## config.mk

```make
export PLATFORM = sky130hd
export DESIGN_NAME = interval_timer_speaker_tone
export DESIGN_NICKNAME = d
export VERILOG_FILES = /design/src/hdl/pit_pkg.sv /design/src/hdl/pit_counter_core.sv /design/src/hdl/interval_timer_speaker_tone.sv
export SDC_FILE = /design/constraint.sdc
export NUM_CORES = 1
export LEC_CHECK = 0
export BUFFER_PORTS_ARGS = -buffer_cell sky130_fd_sc_hd__buf_2
export CAP_MARGIN = 20
export CELL_PAD_IN_SITES_DETAIL_PLACEMENT = 1
export CELL_PAD_IN_SITES_GLOBAL_PLACEMENT = 2
export CORE_ASPECT_RATIO = 1.1
export CORE_MARGIN = 2
export CORE_UTILIZATION = 41
export DETAILED_ROUTE_END_ITERATION = 8
export GPL_TIMING_DRIVEN = 0
export PLACE_DENSITY = 0.82
export RECOVER_POWER = 25
export SKIP_CTS_REPAIR_TIMING = 1
export SLEW_MARGIN = 30
export SYNTH_ARGS = -nofsm -noshare
export SYNTH_HDL_FRONTEND = slang
export SYNTH_SLANG_ARGS = --single-unit
export TNS_END_PERCENT = 50
```

## constraint.sdc

```tcl
create_clock -name clk -period 5.9 [get_ports clk]
set_input_delay 0.295 -clock clk [delete_from_list [all_inputs] [get_ports clk]]
set_output_delay 0.295 -clock clk [all_outputs]
set_load 0.05 [all_outputs]
```

## src/hdl/pit_pkg.sv

```systemverilog
// Shared constants and types for the three-counter interval timer.
// Assumes a byte-wide I/O port bus and a 20 MHz system clock.
package pit_pkg;

   ////////////////////////////////////////////////////////////////////////////
   // Port addresses.
   localparam logic [7:0] COUNTER0_COUNT_PORT = 8'h40;
   localparam logic [7:0] COUNTER1_COUNT_PORT = 8'h41;
   localparam logic [7:0] COUNTER2_COUNT_PORT = 8'h42;
   localparam logic [7:0] TIMER_CONTROL_WORD  = 8'h43;
   localparam logic [7:0] SPEAKER_CTRL_PORT   = 8'h61;

   ////////////////////////////////////////////////////////////////////////////
   // Control word fields.
   localparam int SEL_MSB     = 7;
   localparam int SEL_LSB     = 6;
   localparam int RW_MSB      = 5;
   localparam int RW_LSB      = 4;
   localparam int MODE_MSB    = 3;
   localparam int MODE_LSB    = 1;
   localparam int BCD_BIT     = 0;
   localparam int RB_NO_COUNT = 5;
   localparam int RB_NO_STAT  = 4;

   localparam logic [1:0] SEL_READBACK = 2'h3;
   localparam logic [1:0] RW_LATCH     = 2'h0;
   localparam logic [1:0] RW_LSB_ONLY  = 2'h1;
   localparam logic [1:0] RW_MSB_ONLY  = 2'h2;
   localparam logic [1:0] RW_BOTH      = 2'h3;

   // Speaker control port fields.
   localparam int SPK_GATE_BIT = 0;
   localparam int SPK_EN_BIT   = 1;
   localparam int SPK_OUT_BIT  = 5;
   localparam logic [1:0] SPK_CTRL_RESET = 2'h0;

   // Counter configuration after reset: mode 0, binary, both bytes.
   localparam logic [2:0] MODE_RESET = 3'h0;
   localparam logic [1:0] RW_RESET   = RW_BOTH;

   ////////////////////////////////////////////////////////////////////////////
   // Count clock made from the system clock by a phase accumulator.
   localparam int SYS_CLK_KHZ = 20000;
   localparam int CNT_CLK_KHZ = 1193;
   localparam logic [14:0] ACC_MOD  = 15'(SYS_CLK_KHZ);
   localparam logic [14:0] ACC_STEP = 15'(CNT_CLK_KHZ);

   // Programmed behaviour of one counter.
   typedef struct packed {
      logic [1:0] rw;
      logic [2:0] mode;
      logic       bcd;
   } ctrl_t;

   localparam ctrl_t CTRL_RESET = '{rw: RW_RESET, mode: MODE_RESET, bcd: 1'b0};

endpackage : pit_pkg

```

## src/hdl/pit_counter_core.sv

```systemverilog
// One down-counter of the interval timer with its six operating modes.
// Assumes tick is a one-cycle strobe at the count clock rate.
`timescale 1ns/100ps
`default_nettype none
module pit_counter_core (
   input  wire logic           clk,
   input  wire logic           rst_b,
   input  wire logic           tick,
   input  wire logic           gate,
   input  wire logic           arm,
   input  wire pit_pkg::ctrl_t cfg,
   input  wire logic           load_req,
   input  wire logic [15:0]    load_val,
   output logic [15:0]         count,
   output logic                out_lvl,
   output logic                null_cnt
);

   ////////////////////////////////////////////////////////////////////////////
   // Decrement by one in binary or four-digit BCD; zero wraps to the top.
   function automatic logic [15:0] dec1(input logic [15:0] v, input logic bcd);
      logic [15:0] r;
      logic        brw;
      r   = v;
      brw = 1'b1;
      if (!bcd) begin
         r = v - 16'h0001;
      end else begin
         for (int d = 0; d < 4; d++) begin
            if (brw) begin
               if (v[d*4 +: 4] == 4'h0) begin
                  r[d*4 +: 4] = 4'h9;
               end else begin
                  r[d*4 +: 4] = v[d*4 +: 4] - 4'h1;
                  brw         = 1'b0;
               end
            end
         end
      end
      return r;
   endfunction : dec1

   logic [2:0]  mode;
   logic        hw_trig;
   logic        gate_q;
   logic        trig;
   logic        pending;
   logic        running;
   logic [15:0] hold;

   // Modes 6 and 7 alias modes 2 and 3.
   assign mode    = (cfg.mode[2:1] == 2'h3) ? {1'b0, cfg.mode[1:0]} : cfg.mode;
   assign hw_trig = (mode == 3'h1) || (mode == 3'h5);

   // Square-wave load: an odd count spends one more tick high than low.
   function automatic logic [15:0] sq_load(input logic [15:0] n, input logic hi);
      sq_load = n;
      if (n[0]) begin
         sq_load = hi ? n : dec1(n, 1'b0);
      end
   endfunction : sq_load

   ////////////////////////////////////////////////////////////////////////////
   // Gate rising edge is caught at clock rate and held until the next tick.
   always_ff @(posedge clk) begin
      if (!rst_b) begin
         gate_q <= 1'b1;  // Idle high, so a tied-high gate shows no false edge.
         trig   <= 1'b0;
      end else begin
         gate_q <= gate;
         if (gate && !gate_q) begin
            trig <= 1'b1;
         end else if (tick || arm) begin
            trig <= 1'b0;
         end
      end
   end

   ////////////////////////////////////////////////////////////////////////////
   // Counting element. A control word stops the counter; a written count loads
   // on the next tick with the gate high, but at the next reload once modes 2
   // and 3 are running, or on a gate trigger in modes 1 and 5.
   always_ff @(posedge clk) begin
      if (!rst_b) begin
         count    <= 16'h0000;
         hold     <= 16'h0000;
         out_lvl  <= 1'b0;
         null_cnt <= 1'b1;
         pending  <= 1'b0;
         running  <= 1'b0;
      end else if (arm) begin
         out_lvl  <= (mode != 3'h0);
         null_cnt <= 1'b1;
         pending  <= 1'b0;
         running  <= 1'b0;
      end else if (load_req) begin
         hold     <= load_val;
         pending  <= 1'b1;
         null_cnt <= 1'b1;
         if (mode == 3'h0) begin
            out_lvl <= 1'b0;
         end
      end else if (tick) begin
         if (hw_trig && trig && (pending || running)) begin
            count    <= hold;
            running  <= 1'b1;
            pending  <= 1'b0;
            null_cnt <= 1'b0;
            out_lvl  <= (mode == 3'h5);
         end else if (!hw_trig && pending && gate &&
                      (!running || mode == 3'h0 || mode == 3'h4)) begin
            count    <= (mode == 3'h3) ? sq_load(hold, 1'b1) : hold;
            running  <= 1'b1;
            pending  <= 1'b0;
            null_cnt <= 1'b0;
            out_lvl  <= (mode != 3'h0);
         end else if (running && (mode == 3'h2 || mode == 3'h3) && !gate) begin
            out_lvl <= 1'b1;
         end else if (running && (mode == 3'h2 || mode == 3'h3) && trig) begin
            count    <= (mode == 3'h3) ? sq_load(hold, 1'b1) : hold;
            out_lvl  <= 1'b1;
            pending  <= 1'b0;
            null_cnt <= 1'b0;
         end else if (running && (gate || hw_trig)) begin
            case (mode)
               3'h0, 3'h1: begin
                  count <= dec1(count, cfg.bcd);
                  if (count == 16'h0001) begin
                     out_lvl <= 1'b1;
                  end
               end
               3'h2: begin
                  if (count == 16'h0001) begin
                     count    <= hold;
                     out_lvl  <= 1'b1;
                     pending  <= 1'b0;
                     null_cnt <= 1'b0;
                  end else begin
                     count   <= dec1(count, cfg.bcd);
                     out_lvl <= (count != 16'h0002);
                  end
               end
               3'h3: begin
                  if (count == 16'h0002 || count == 16'h0001) begin
                     count    <= sq_load(hold, !out_lvl);
                     out_lvl  <= !out_lvl;
                     pending  <= 1'b0;
                     null_cnt <= 1'b0;
                  end else begin
                     count <= dec1(dec1(count, cfg.bcd), cfg.bcd);
                  end
               end
               default: begin
                  count   <= dec1(count, cfg.bcd);
                  out_lvl <= (count != 16'h0001);
               end
            endcase
         end else if (hw_trig && !running) begin
            out_lvl <= 1'b1;
         end
      end
   end

endmodule : pit_counter_core
`default_nettype wire

```

## src/hdl/interval_timer_speaker_tone.sv

```systemverilog
// Three-counter interval timer with speaker gating on byte-wide I/O ports.
// Assumes io_rd and io_wr are one-cycle strobes synchronous to clk.
//
// Functional notes
// - Counter 0 free-runs and drives tick interrupt.
// - Counter 2 gated by speaker port bit 0.
// - Speaker equals counter 2 output AND bit 1.
// - Speaker port bit 5 reads counter 2 output.
// - Control word selects counter, mode, BCD format.
// - Latch command snapshots count; counting continues.
// - Read-back returns count, mode, output, null flag.
// - Port 40h reads and writes counter 0.
// - Port 41h reads and writes counter 1.
// - Port 42h reads and writes counter 2.
// - Port 43h takes control, latch, read-back words.
`timescale 1ns/100ps
`default_nettype none
module interval_timer_speaker_tone #(
   parameter int NUM_CNT = 3
) (
   input  wire logic       clk,
   input  wire logic       rst_b,
   input  wire logic [7:0] io_addr,
   input  wire logic       io_wr,
   input  wire logic       io_rd,
   input  wire logic [7:0] io_wdata,
   output logic      [7:0] io_rdata,
   output logic            system_tick_interrupt,
   output logic            speaker_out
);

   ////////////////////////////////////////////////////////////////////////////
   // Count clock strobe.
   logic [14:0] acc;
   logic        tick;
   logic [15:0] acc_sum;

   assign acc_sum = {1'b0, acc} + {1'b0, pit_pkg::ACC_STEP};

   // A phase accumulator gives the mean count rate exactly; single ticks
   // jitter by one system clock, which the counters cannot see.
   always_ff @(posedge clk) begin
      if (!rst_b) begin
         acc  <= 15'h0000;
         tick <= 1'b0;
      end else if (acc_sum >= {1'b0, pit_pkg::ACC_MOD}) begin
         acc  <= 15'(acc_sum - {1'b0, pit_pkg::ACC_MOD});
         tick <= 1'b1;
      end else begin
         acc  <= acc_sum[14:0];
         tick <= 1'b0;
      end
   end

   ////////////////////////////////////////////////////////////////////////////
   // Port decode.
   logic       wr_ctrl;
   logic       wr_spk;
   logic       rd_spk;
   logic [1:0] cw_sel;
   logic [1:0] cw_rw;
   logic       rb_cmd;

   assign wr_ctrl = io_wr && (io_addr == pit_pkg::TIMER_CONTROL_WORD);
   assign wr_spk  = io_wr && (io_addr == pit_pkg::SPEAKER_CTRL_PORT);
   assign rd_spk  = io_rd && (io_addr == pit_pkg::SPEAKER_CTRL_PORT);
   assign cw_sel  = io_wdata[pit_pkg::SEL_MSB:pit_pkg::SEL_LSB];
   assign cw_rw   = io_wdata[pit_pkg::RW_MSB:pit_pkg::RW_LSB];
   assign rb_cmd  = wr_ctrl && (cw_sel == pit_pkg::SEL_READBACK);

   ////////////////////////////////////////////////////////////////////////////
   // Speaker control bits: gate for counter 2 and speaker enable.
   logic [1:0] spk_ctrl;

   always_ff @(posedge clk) begin
      if (!rst_b) begin
         spk_ctrl <= pit_pkg::SPK_CTRL_RESET;
      end else if (wr_spk) begin
         spk_ctrl <= {io_wdata[pit_pkg::SPK_EN_BIT], io_wdata[pit_pkg::SPK_GATE_BIT]};
      end
   end

   ////////////////////////////////////////////////////////////////////////////
   // Per-counter access logic and counting element.
   logic [NUM_CNT-1:0] gate_vec;
   logic [NUM_CNT-1:0] out_vec;
   logic [7:0]         rd_byte [NUM_CNT];
   logic [NUM_CNT-1:0] rd_hit;

   // Counter 0 gate is held high; counter 1 has no gate source and is left
   // enabled so software that programs it still sees it count.
   assign gate_vec[0] = 1'b1;
   assign gate_vec[1] = 1'b1;
   assign gate_vec[2] = spk_ctrl[0];

   for (genvar i = 0; i < NUM_CNT; i++) begin : g_cnt
      localparam logic [7:0] PORT = pit_pkg::COUNTER0_COUNT_PORT + 8'(i);

      pit_pkg::ctrl_t cfg;
      pit_pkg::ctrl_t cfg_in;
      logic           wr_cnt;
      logic           rd_cnt;
      logic           cw_hit;
      logic           latch_cmd;
      logic           rb_count;
      logic           rb_stat;
      logic           wr_msb_next;
      logic           rd_msb_next;
      logic [7:0]     lsb_buf;
      logic           load_req;
      logic [15:0]    load_val;
      logic [15:0]    live;
      logic           null_cnt;
      logic [15:0]    ol;
      logic           ol_valid;
      logic           ol_msb_next;
      logic [7:0]     stat;
      logic           stat_valid;
      logic [15:0]    src;
      logic           src_msb;

      assign wr_cnt    = io_wr && (io_addr == PORT);
      assign rd_cnt    = io_rd && (io_addr == PORT);
      assign rd_hit[i] = rd_cnt;
      assign cw_hit    = wr_ctrl && (cw_sel == 2'(i));
      assign latch_cmd = cw_hit && (cw_rw == pit_pkg::RW_LATCH);
      assign rb_count  = rb_cmd && io_wdata[i+1] && !io_wdata[pit_pkg::RB_NO_COUNT];
      assign rb_stat   = rb_cmd && io_wdata[i+1] && !io_wdata[pit_pkg::RB_NO_STAT];

      // Control word: counter select, access order, mode and BCD.
      always_ff @(posedge clk) begin
         if (!rst_b) begin
            cfg <= pit_pkg::CTRL_RESET;
         end else if (cw_hit && !latch_cmd) begin
            cfg.rw   <= cw_rw;
            cfg.mode <= io_wdata[pit_pkg::MODE_MSB:pit_pkg::MODE_LSB];
            cfg.bcd  <= io_wdata[pit_pkg::BCD_BIT];
         end
      end

      // The core sees the incoming word in the cycle it is written, so the
      // arm step sets the output level of the new mode rather than the old.
      assign cfg_in = (cw_hit && !latch_cmd) ?
                      pit_pkg::ctrl_t'{cw_rw, io_wdata[pit_pkg::MODE_MSB:pit_pkg::MODE_LSB],
                                       io_wdata[pit_pkg::BCD_BIT]} : cfg;

      // Count writes: one or two bytes per the access order, LSB first.
      always_ff @(posedge clk) begin
         if (!rst_b) begin
            wr_msb_next <= 1'b0;
            lsb_buf     <= 8'h00;
         end else if (cw_hit && !latch_cmd) begin
            wr_msb_next <= 1'b0;
         end else if (wr_cnt && cfg.rw == pit_pkg::RW_BOTH) begin
            wr_msb_next <= !wr_msb_next;
            if (!wr_msb_next) begin
               lsb_buf <= io_wdata;
            end
         end
      end

      always_comb begin
         load_req = 1'b0;
         load_val = 16'h0000;
         if (wr_cnt) begin
            case (cfg.rw)
               pit_pkg::RW_LSB_ONLY: begin
                  load_req = 1'b1;
                  load_val = {8'h00, io_wdata};
               end
               pit_pkg::RW_MSB_ONLY: begin
                  load_req = 1'b1;
                  load_val = {io_wdata, 8'h00};
               end
               pit_pkg::RW_BOTH: begin
                  load_req = wr_msb_next;
                  load_val = {io_wdata, lsb_buf};
               end
               default: begin
                  load_req = 1'b0;
                  load_val = 16'h0000;
               end
            endcase
         end
      end

      pit_counter_core u_core (
         .clk      (clk),
         .rst_b    (rst_b),
         .tick     (tick),
         .gate     (gate_vec[i]),
         .arm      (cw_hit && !latch_cmd),
         .cfg      (cfg_in),
         .load_req (load_req),
         .load_val (load_val),
         .count    (live),
         .out_lvl  (out_vec[i]),
         .null_cnt (null_cnt)
      );

      // Count latch: first command wins until the latched value is read out.
      always_ff @(posedge clk) begin
         if (!rst_b) begin
            ol       <= 16'h0000;
            ol_valid <= 1'b0;
         end else if ((latch_cmd || rb_count) && !ol_valid) begin
            ol       <= live;
            ol_valid <= 1'b1;
         end else if (rd_cnt && !stat_valid && ol_valid &&
                      (cfg.rw != pit_pkg::RW_BOTH || ol_msb_next)) begin
            ol_valid <= 1'b0;
         end
      end

      // Status latch for read-back; it is read ahead of any latched count.
      always_ff @(posedge clk) begin
         if (!rst_b) begin
            stat       <= 8'h00;
            stat_valid <= 1'b0;
         end else if (rb_stat && !stat_valid) begin
            stat       <= {out_vec[i], null_cnt, cfg.rw, cfg.mode, cfg.bcd};
            stat_valid <= 1'b1;
         end else if (rd_cnt) begin
            stat_valid <= 1'b0;
         end
      end

      // Read byte order toggles in two-byte access; a control word restarts it.
      always_ff @(posedge clk) begin
         if (!rst_b) begin
            rd_msb_next <= 1'b0;
         end else if (cw_hit && !latch_cmd) begin
            rd_msb_next <= 1'b0;
         end else if (rd_cnt && !stat_valid && cfg.rw == pit_pkg::RW_BOTH) begin
            rd_msb_next <= !rd_msb_next;
         end
      end

      assign ol_msb_next = rd_msb_next;
      assign src         = ol_valid ? ol : live;
      assign src_msb     = (cfg.rw == pit_pkg::RW_MSB_ONLY) ||
                           (cfg.rw == pit_pkg::RW_BOTH && rd_msb_next);

      always_comb begin
         if (stat_valid) begin
            rd_byte[i] = stat;
         end else if (src_msb) begin
            rd_byte[i] = src[15:8];
         end else begin
            rd_byte[i] = src[7:0];
         end
      end
   end

   ////////////////////////////////////////////////////////////////////////////
   // Read data: registered one cycle after the read strobe. The control
   // word port is write-only and unmapped addresses read as zero.
   always_ff @(posedge clk) begin
      if (!rst_b) begin
         io_rdata <= 8'h00;
      end else if (io_rd) begin
         io_rdata <= 8'h00;
         for (int k = 0; k < NUM_CNT; k++) begin
            if (rd_hit[k]) begin
               io_rdata <= rd_byte[k];
            end
         end
         if (rd_spk) begin
            io_rdata <= {2'h0, out_vec[2], 3'h0, spk_ctrl};
         end
      end
   end

   ////////////////////////////////////////////////////////////////////////////
   // Outputs. Software is expected to leave the enable set when idle so the
   // speaker rests high and draws less power; hardware does not enforce it.
   always_ff @(posedge clk) begin
      if (!rst_b) begin
         system_tick_interrupt <= 1'b0;
         speaker_out           <= 1'b0;
      end else begin
         system_tick_interrupt <= out_vec[0];
         speaker_out           <= out_vec[2] & spk_ctrl[1];
      end
   end

endmodule : interval_timer_speaker_tone
`default_nettype wire

```

---- Word-level counts from Yosys, hierarchy flattened ----
Cells that the tools add are included.
storage, ports and cells
  flip-flop bits (word level) ............. 264
  input bits .............................. 20
  output and inout port bits .............. 10
operators by class
  add/subtract/negate cells ............... 35
  $lt $le $gt $ge ......................... 1
  equality and inequality tests ........... 100
  muxes and demuxes ....................... 717
  bitwise gates (word level) .............. 11
  reduce and logical (&&, ||, !) cells .... 228
operators by type and width
  kind                     number
  $mux W16                 69
  $mux W1                  547
  $mux W4                  72
  $pmux W16 S3             6
  $sub A16 B1 Y16 const B  9
  $logic_not A4 Y1         24
  $sub A4 B1 Y4 const B    24
  $mux W8                  10
  $logic_and A1 B1 Y1      69
  $ne A6 B6 Y1 const B     9
  $eq A16 B1 Y1 const B    3
  $eq A16 B2 Y1 const B    3
  $ne A16 B1 Y1 const B    3
  $ne A16 B2 Y1 const B    3
  $reduce_and A7 Y1        6
  $eq A8 B7 Y1 const B     5
  $reduce_and A5 Y1        8
  $ne A5 B5 Y1 const B     6
  $reduce_bool A5 Y1       6
  $logic_not A1 Y1         28
  $logic_or A1 B1 Y1       25
  $ne A4 B4 Y1 const B     6
  $ne A6 B5 Y1 const B     4
  $ne A8 B8 Y1 const B     3
  other kinds (40)         144

---- Longest topological paths before layout ----
  depth in word-level cells ............... 110
  gate-level depth with buffers ........... 16
  mapped depth without buffers ............ 14

---- Cells and area by module ----
Synthesis repeated with hierarchy kept, for this count alone.
unflattened totals
  cells, all modules ...................... 2,452
  area total of the unflattened synthesis .. 19,241.0 sq um
modules (own cells, without submodules)
  module                                  instances  cells each  area each (sq um)  sequential area each (sq um)
  interval_timer_speaker_tone             1          910         8,251.7            3,083.0
  pit_counter_core (g_cnt[0].u_core ...)  2          514         3,649.8            760.7
  pit_counter_core (g_cnt[2].u_core)      1          514         3,689.8            760.7

---- Worst setup path after synthesis ----
OpenSTA, ideal clock, no wires.
  path kind ............................... reg2reg
  start ................................... register g_cnt[0].u_core.count[0]
  end ..................................... register g_cnt[0].u_core.count[12]
  library setup time ...................... 136 ps
  arrival time ............................ 3,535 ps
  data required time ...................... 5,764 ps
  slack ................................... 2,230 ps
  cell stages (with the launch flop) ...... 14
  path buffers ............................ 2
  clock period less this slack ............ 3,670 ps
  cell sequence ........................... dfxtp_1 > clkbuf_1 > inv_1 > ha_1 > or3b_2 > clkbuf_1 > nor4_2 > xor2_1 > inv_1 > ha_1 > o31a_1 > or3_1 > a2111oi_0 > o32ai_1
on the way
  word-level cells in the longest chain between the ends .. 49
  elaborated cells on any way between the ends .. 180
  classes of those cells .................. add/sub (4); eq/ne (5); mux (164); reduce/logical (7)
RTL lines
  what                                                                      RTL line                 RTL
  from (decl)                                                               pit_counter_core.sv:14   output logic [15:0] count,
  from (signal assigned)                                                    pit_counter_core.sv:105  count <= hold;
  from (signal assigned)                                                    pit_counter_core.sv:112  count <= (mode == 3'h3) ? sq_load(hold, 1'b1) : hold;
  from (signal assigned)                                                    pit_counter_core.sv:120  count <= (mode == 3'h3) ? sq_load(hold, 1'b1) : hold;
  parallel branches: the longest is 49 deep, another holds $sub A16 B1 Y16  -
Parallel ways; which one is timed is not known. The select of a mux whose other input is x is not followed.
A chain may end at the register's enable or synchronous reset.

---- Final worst setup path ----
Same ends and word-level chain as after synthesis.

==> out/metrics.cfg <==
[cts]
cts_buffer_depth = 3
cts.sinks = 264
cts_max_level = 2
path_clk_slew_ns = 0.07
cts_tree = yes
clk_latency_ns = 0.55
cts_root_buf = clkbuf_16
cts_inserted_buffers = 34

[timing]
period_minus_slack_ns = 5.05
slew_violations = 0
tns_ns = 0
holdWs_ns = 0.283
worstMarginPinSlew_ns = 1.43
fin_crit_sh = 0.856
max-slew-margin-rel = 0.0417
rsz0062_at_grt = false
finalWorstSetupSlack_ns = 0.848
hold_viol = 0
fin_skew_ns = 0.0180
fmaxAchievable_mhz = 198
setup_viol = 0

[yosys]
ys_seq_elements = 264
synth_cell_types = 93
synth_top_area_share = 0.279
synth_area_leaders = dfxtp_1, a21oi_1, nand2_1, nor2_1, clkbuf_1
synth_fp_nets = 2608
seq_area_frac_synth = 0.279
syn_area_um2 = 18900
yosysWarnings = 0
syn_area_per_cell_um2 = 7.40
synth_commonest_cells = nand2_1, a21oi_1, dfxtp_1
synth_cells = 2557
synth.largest_area_cell = dfxtp_1
async_flop_share = 0
synth_flop_cell = dfxtp_1
synth_edf_count = 0
synthMostInstantiatedCell = nand2_1

[floorplanning]
num_io_pins = 30
die_h_um = 229
coreArea_um2 = 45600
row_count = 82
dieWidth_um = 209
die_area_um2 = 47900
start_util = 0.415

[final_layout]
ff_latch_area_um2 = 5290
nFillCells = 5790
multi_input_area_um2 = 12700
syn_to_final_growth_pct = 10.5
drive_gt1_frac = 0.0656
design_area_um2 = 20900
nets = 2666

[route]
drtPass1Iterations = 7
first_iter_violations = 1832
ant_nets = 0
wirelength_mm = 88.1
drc = 0
viasPerCell = 6.58
dr_total_vias = 21236
wire_per_inst_um = 27.3

[worst_setup_path]
endpoint_kind = flop
crit_fanout = 10
crit_path_max_incr_delay_ns = 0.85
arrival_ns = 5.43
worstSetupStartpointType = flop
crit_type = flop to flop
cp_top_family = simple AND/OR/NAND/NOR gates
crit_path_top_delay_cell = a2111oi_1
reg2reg_slack_ns = 0.85
cp.required_ns = 6.28
crit_start = g_cnt[0].u_core.count[0]$_SDFFE_PN0P_
path_cells = clkbuf_1 > inv_1 > ha_1 > or3b_2 > clkbuf_1 > nor2_1 > xnor2_1 > nand4_1 > or3_1 > clkbuf_1 > or3_1 > a2111oi_1 > o32ai_1
critPathMostFrequentCell = clkbuf_1
r2r_start = g_cnt[0].u_core.count[0]$_SDFFE_PN0P_
reg2reg_depth = 13
crit_buf_inv = 4
rr_endpoint = g_cnt[0].u_core.count[12]$_SDFFE_PN0P_

[placed_design]
port_buffers = 21
preCtsSetupSlack_ns = 0.666
globalplace.congestion = 0.960
place_area_um2 = 19900
dp_hpwl_mm = 66.6

[global_route]
antenna_found_initial = 3
grt_pass1_wl_mm = 133
grt_overflow_total = 0
grt.total_usage = 0.360
grt_max_degree = 12
grt_pass1_vias = 21062

[pwr]
peakVddDrop_mv = 0.170
p_leak_nw = 7.45
switching_share = 0.261
p_comb_frac = 0.062
power_switching_mw = 1.09
power_frac_seq = 0.437
pwr-share-clk = 0.501
p_int_mw = 3.07
pwr_density_cell_nw_per_um2 = 199

[worst_hold_path]
hold_class = input port to flop
min_from = io_wdata[4]
min_path_cells = 3
hold_path_end = g_cnt[1].cfg[4]$_SDFFE_PN1P_

[status]
run_status = complete, no violations

[flow_run]
maxCapViolations = 0

-- cells by family after synthesis --
group,synth area share
buffers and inverters,0.0519
AOI/OAI and AO/OA,0.282
adders and majority gates,0.0205
and+or+nand+nor,0.253
muxes,0.0748
xor gates and xnor gates,0.0380
DFF,0.279
-- through the flow --
step,utilization,power [mW],std cells
2_1_floorplan,-,2.00,2557
3_3_place_gp,0.434,2.09,3166
3_5_place_dp,0.436,2.11,3167
4_1_cts,0.459,4.17,3225
5_1_grt,0.459,4.25,3225
6_report,0.459,4.15,3226
-- layout make-up --
cell class,instances,area share
multi-input combinational,2037,0.609
sequential,264,0.253
clock buffer,47,0.0450
buffer,206,0.0380
tap,588,0.0352
inverter,50,0.00898
clock inverter,11,0.00623
timing repair buffer,22,0.00461
antenna,1,0.000120
-- placed cells by master (no fill, tap or decap), types with 31 or more instances in the layout --
master     Yosys  layout
nand4_1       32      32
nor2_1       251     251
nand2_1      347     347
a22oi_1       32      32
mux2i_1       60      61
nand3_1       66      66
a31oi_1       45      45
clkbuf_1     174     197
xnor2_1       61      61
a21oi_1      266     264
ha_1          31      31
clkbuf_16      0      34
or3_1         32      32
a211oi_1      44      44
dfxtp_1      264     264
inv_1         50      50
nor3_1        63      63
o21ai_0      127     127
o211ai_1      36      37
-- metal layers --
layer / part of all wire / GRT usage / wire length, um / vias to the layer above
met5: 0.00012 / 0 / 11 / -
met4: 0.051 / 0.162 / 4470 / 2
met1: 0.42 / 0.464 / 37400 / 10586
met2: 0.46 / 0.599 / 40700 / 858
li1: - / - / - / 9560
met3: 0.062 / 0.0459 / 5500 / 230
-- flip-flops by register name, indices dropped and copies added, names as in the netlist, 8 cells and up --
register            flops
g_cnt.ol               48
g_cnt.stat             24
g_cnt.lsb_buf          24
acc                    15
g_cnt.u_core.hold      48
g_cnt.cfg              18
g_cnt.u_core.count     48
io_rdata                8
-- worst max path at each step --
stage	endpoint	cells past startpoint
2_1_floorplan	g_cnt[0].u_core.count[12]$_SDFFE_PN0P_	13
3_3_place_gp	g_cnt[0].u_core.count[12]$_SDFFE_PN0P_	15
3_5_place_dp	g_cnt[0].u_core.count[12]$_SDFFE_PN0P_	14
4_1_cts	g_cnt[0].u_core.count[12]$_SDFFE_PN0P_	13
5_1_grt	g_cnt[0].u_core.count[12]$_SDFFE_PN0P_	13
6_report	g_cnt[0].u_core.count[12]$_SDFFE_PN0P_	13
-- power groups by stage --
stage                     logic, mW  clock network [mW]  registers, mW
after floorplan               0.140                   0           1.86
final                         0.258                2.08           1.81
after CTS                     0.255                2.10           1.81
after global placement        0.244                   0           1.85
after global routing          0.273                2.16           1.82
after detailed placement      0.254                   0           1.85
-- worst reg2reg max path, stage by stage (launching register included) --
cell and delay, ns:
dfxtp_1 0.50, clkbuf_1 0.41, inv_1 0.17, ha_1 0.33, or3b_2 0.22, clkbuf_1 0.47
nor2_1 0.25, xnor2_1 0.45, nand4_1 0.14, or3_1 0.33, clkbuf_1 0.20, or3_1 0.39
a2111oi_1 0.85, o32ai_1 0.17
No activity file was read; power rests on OpenSTA's default activity.
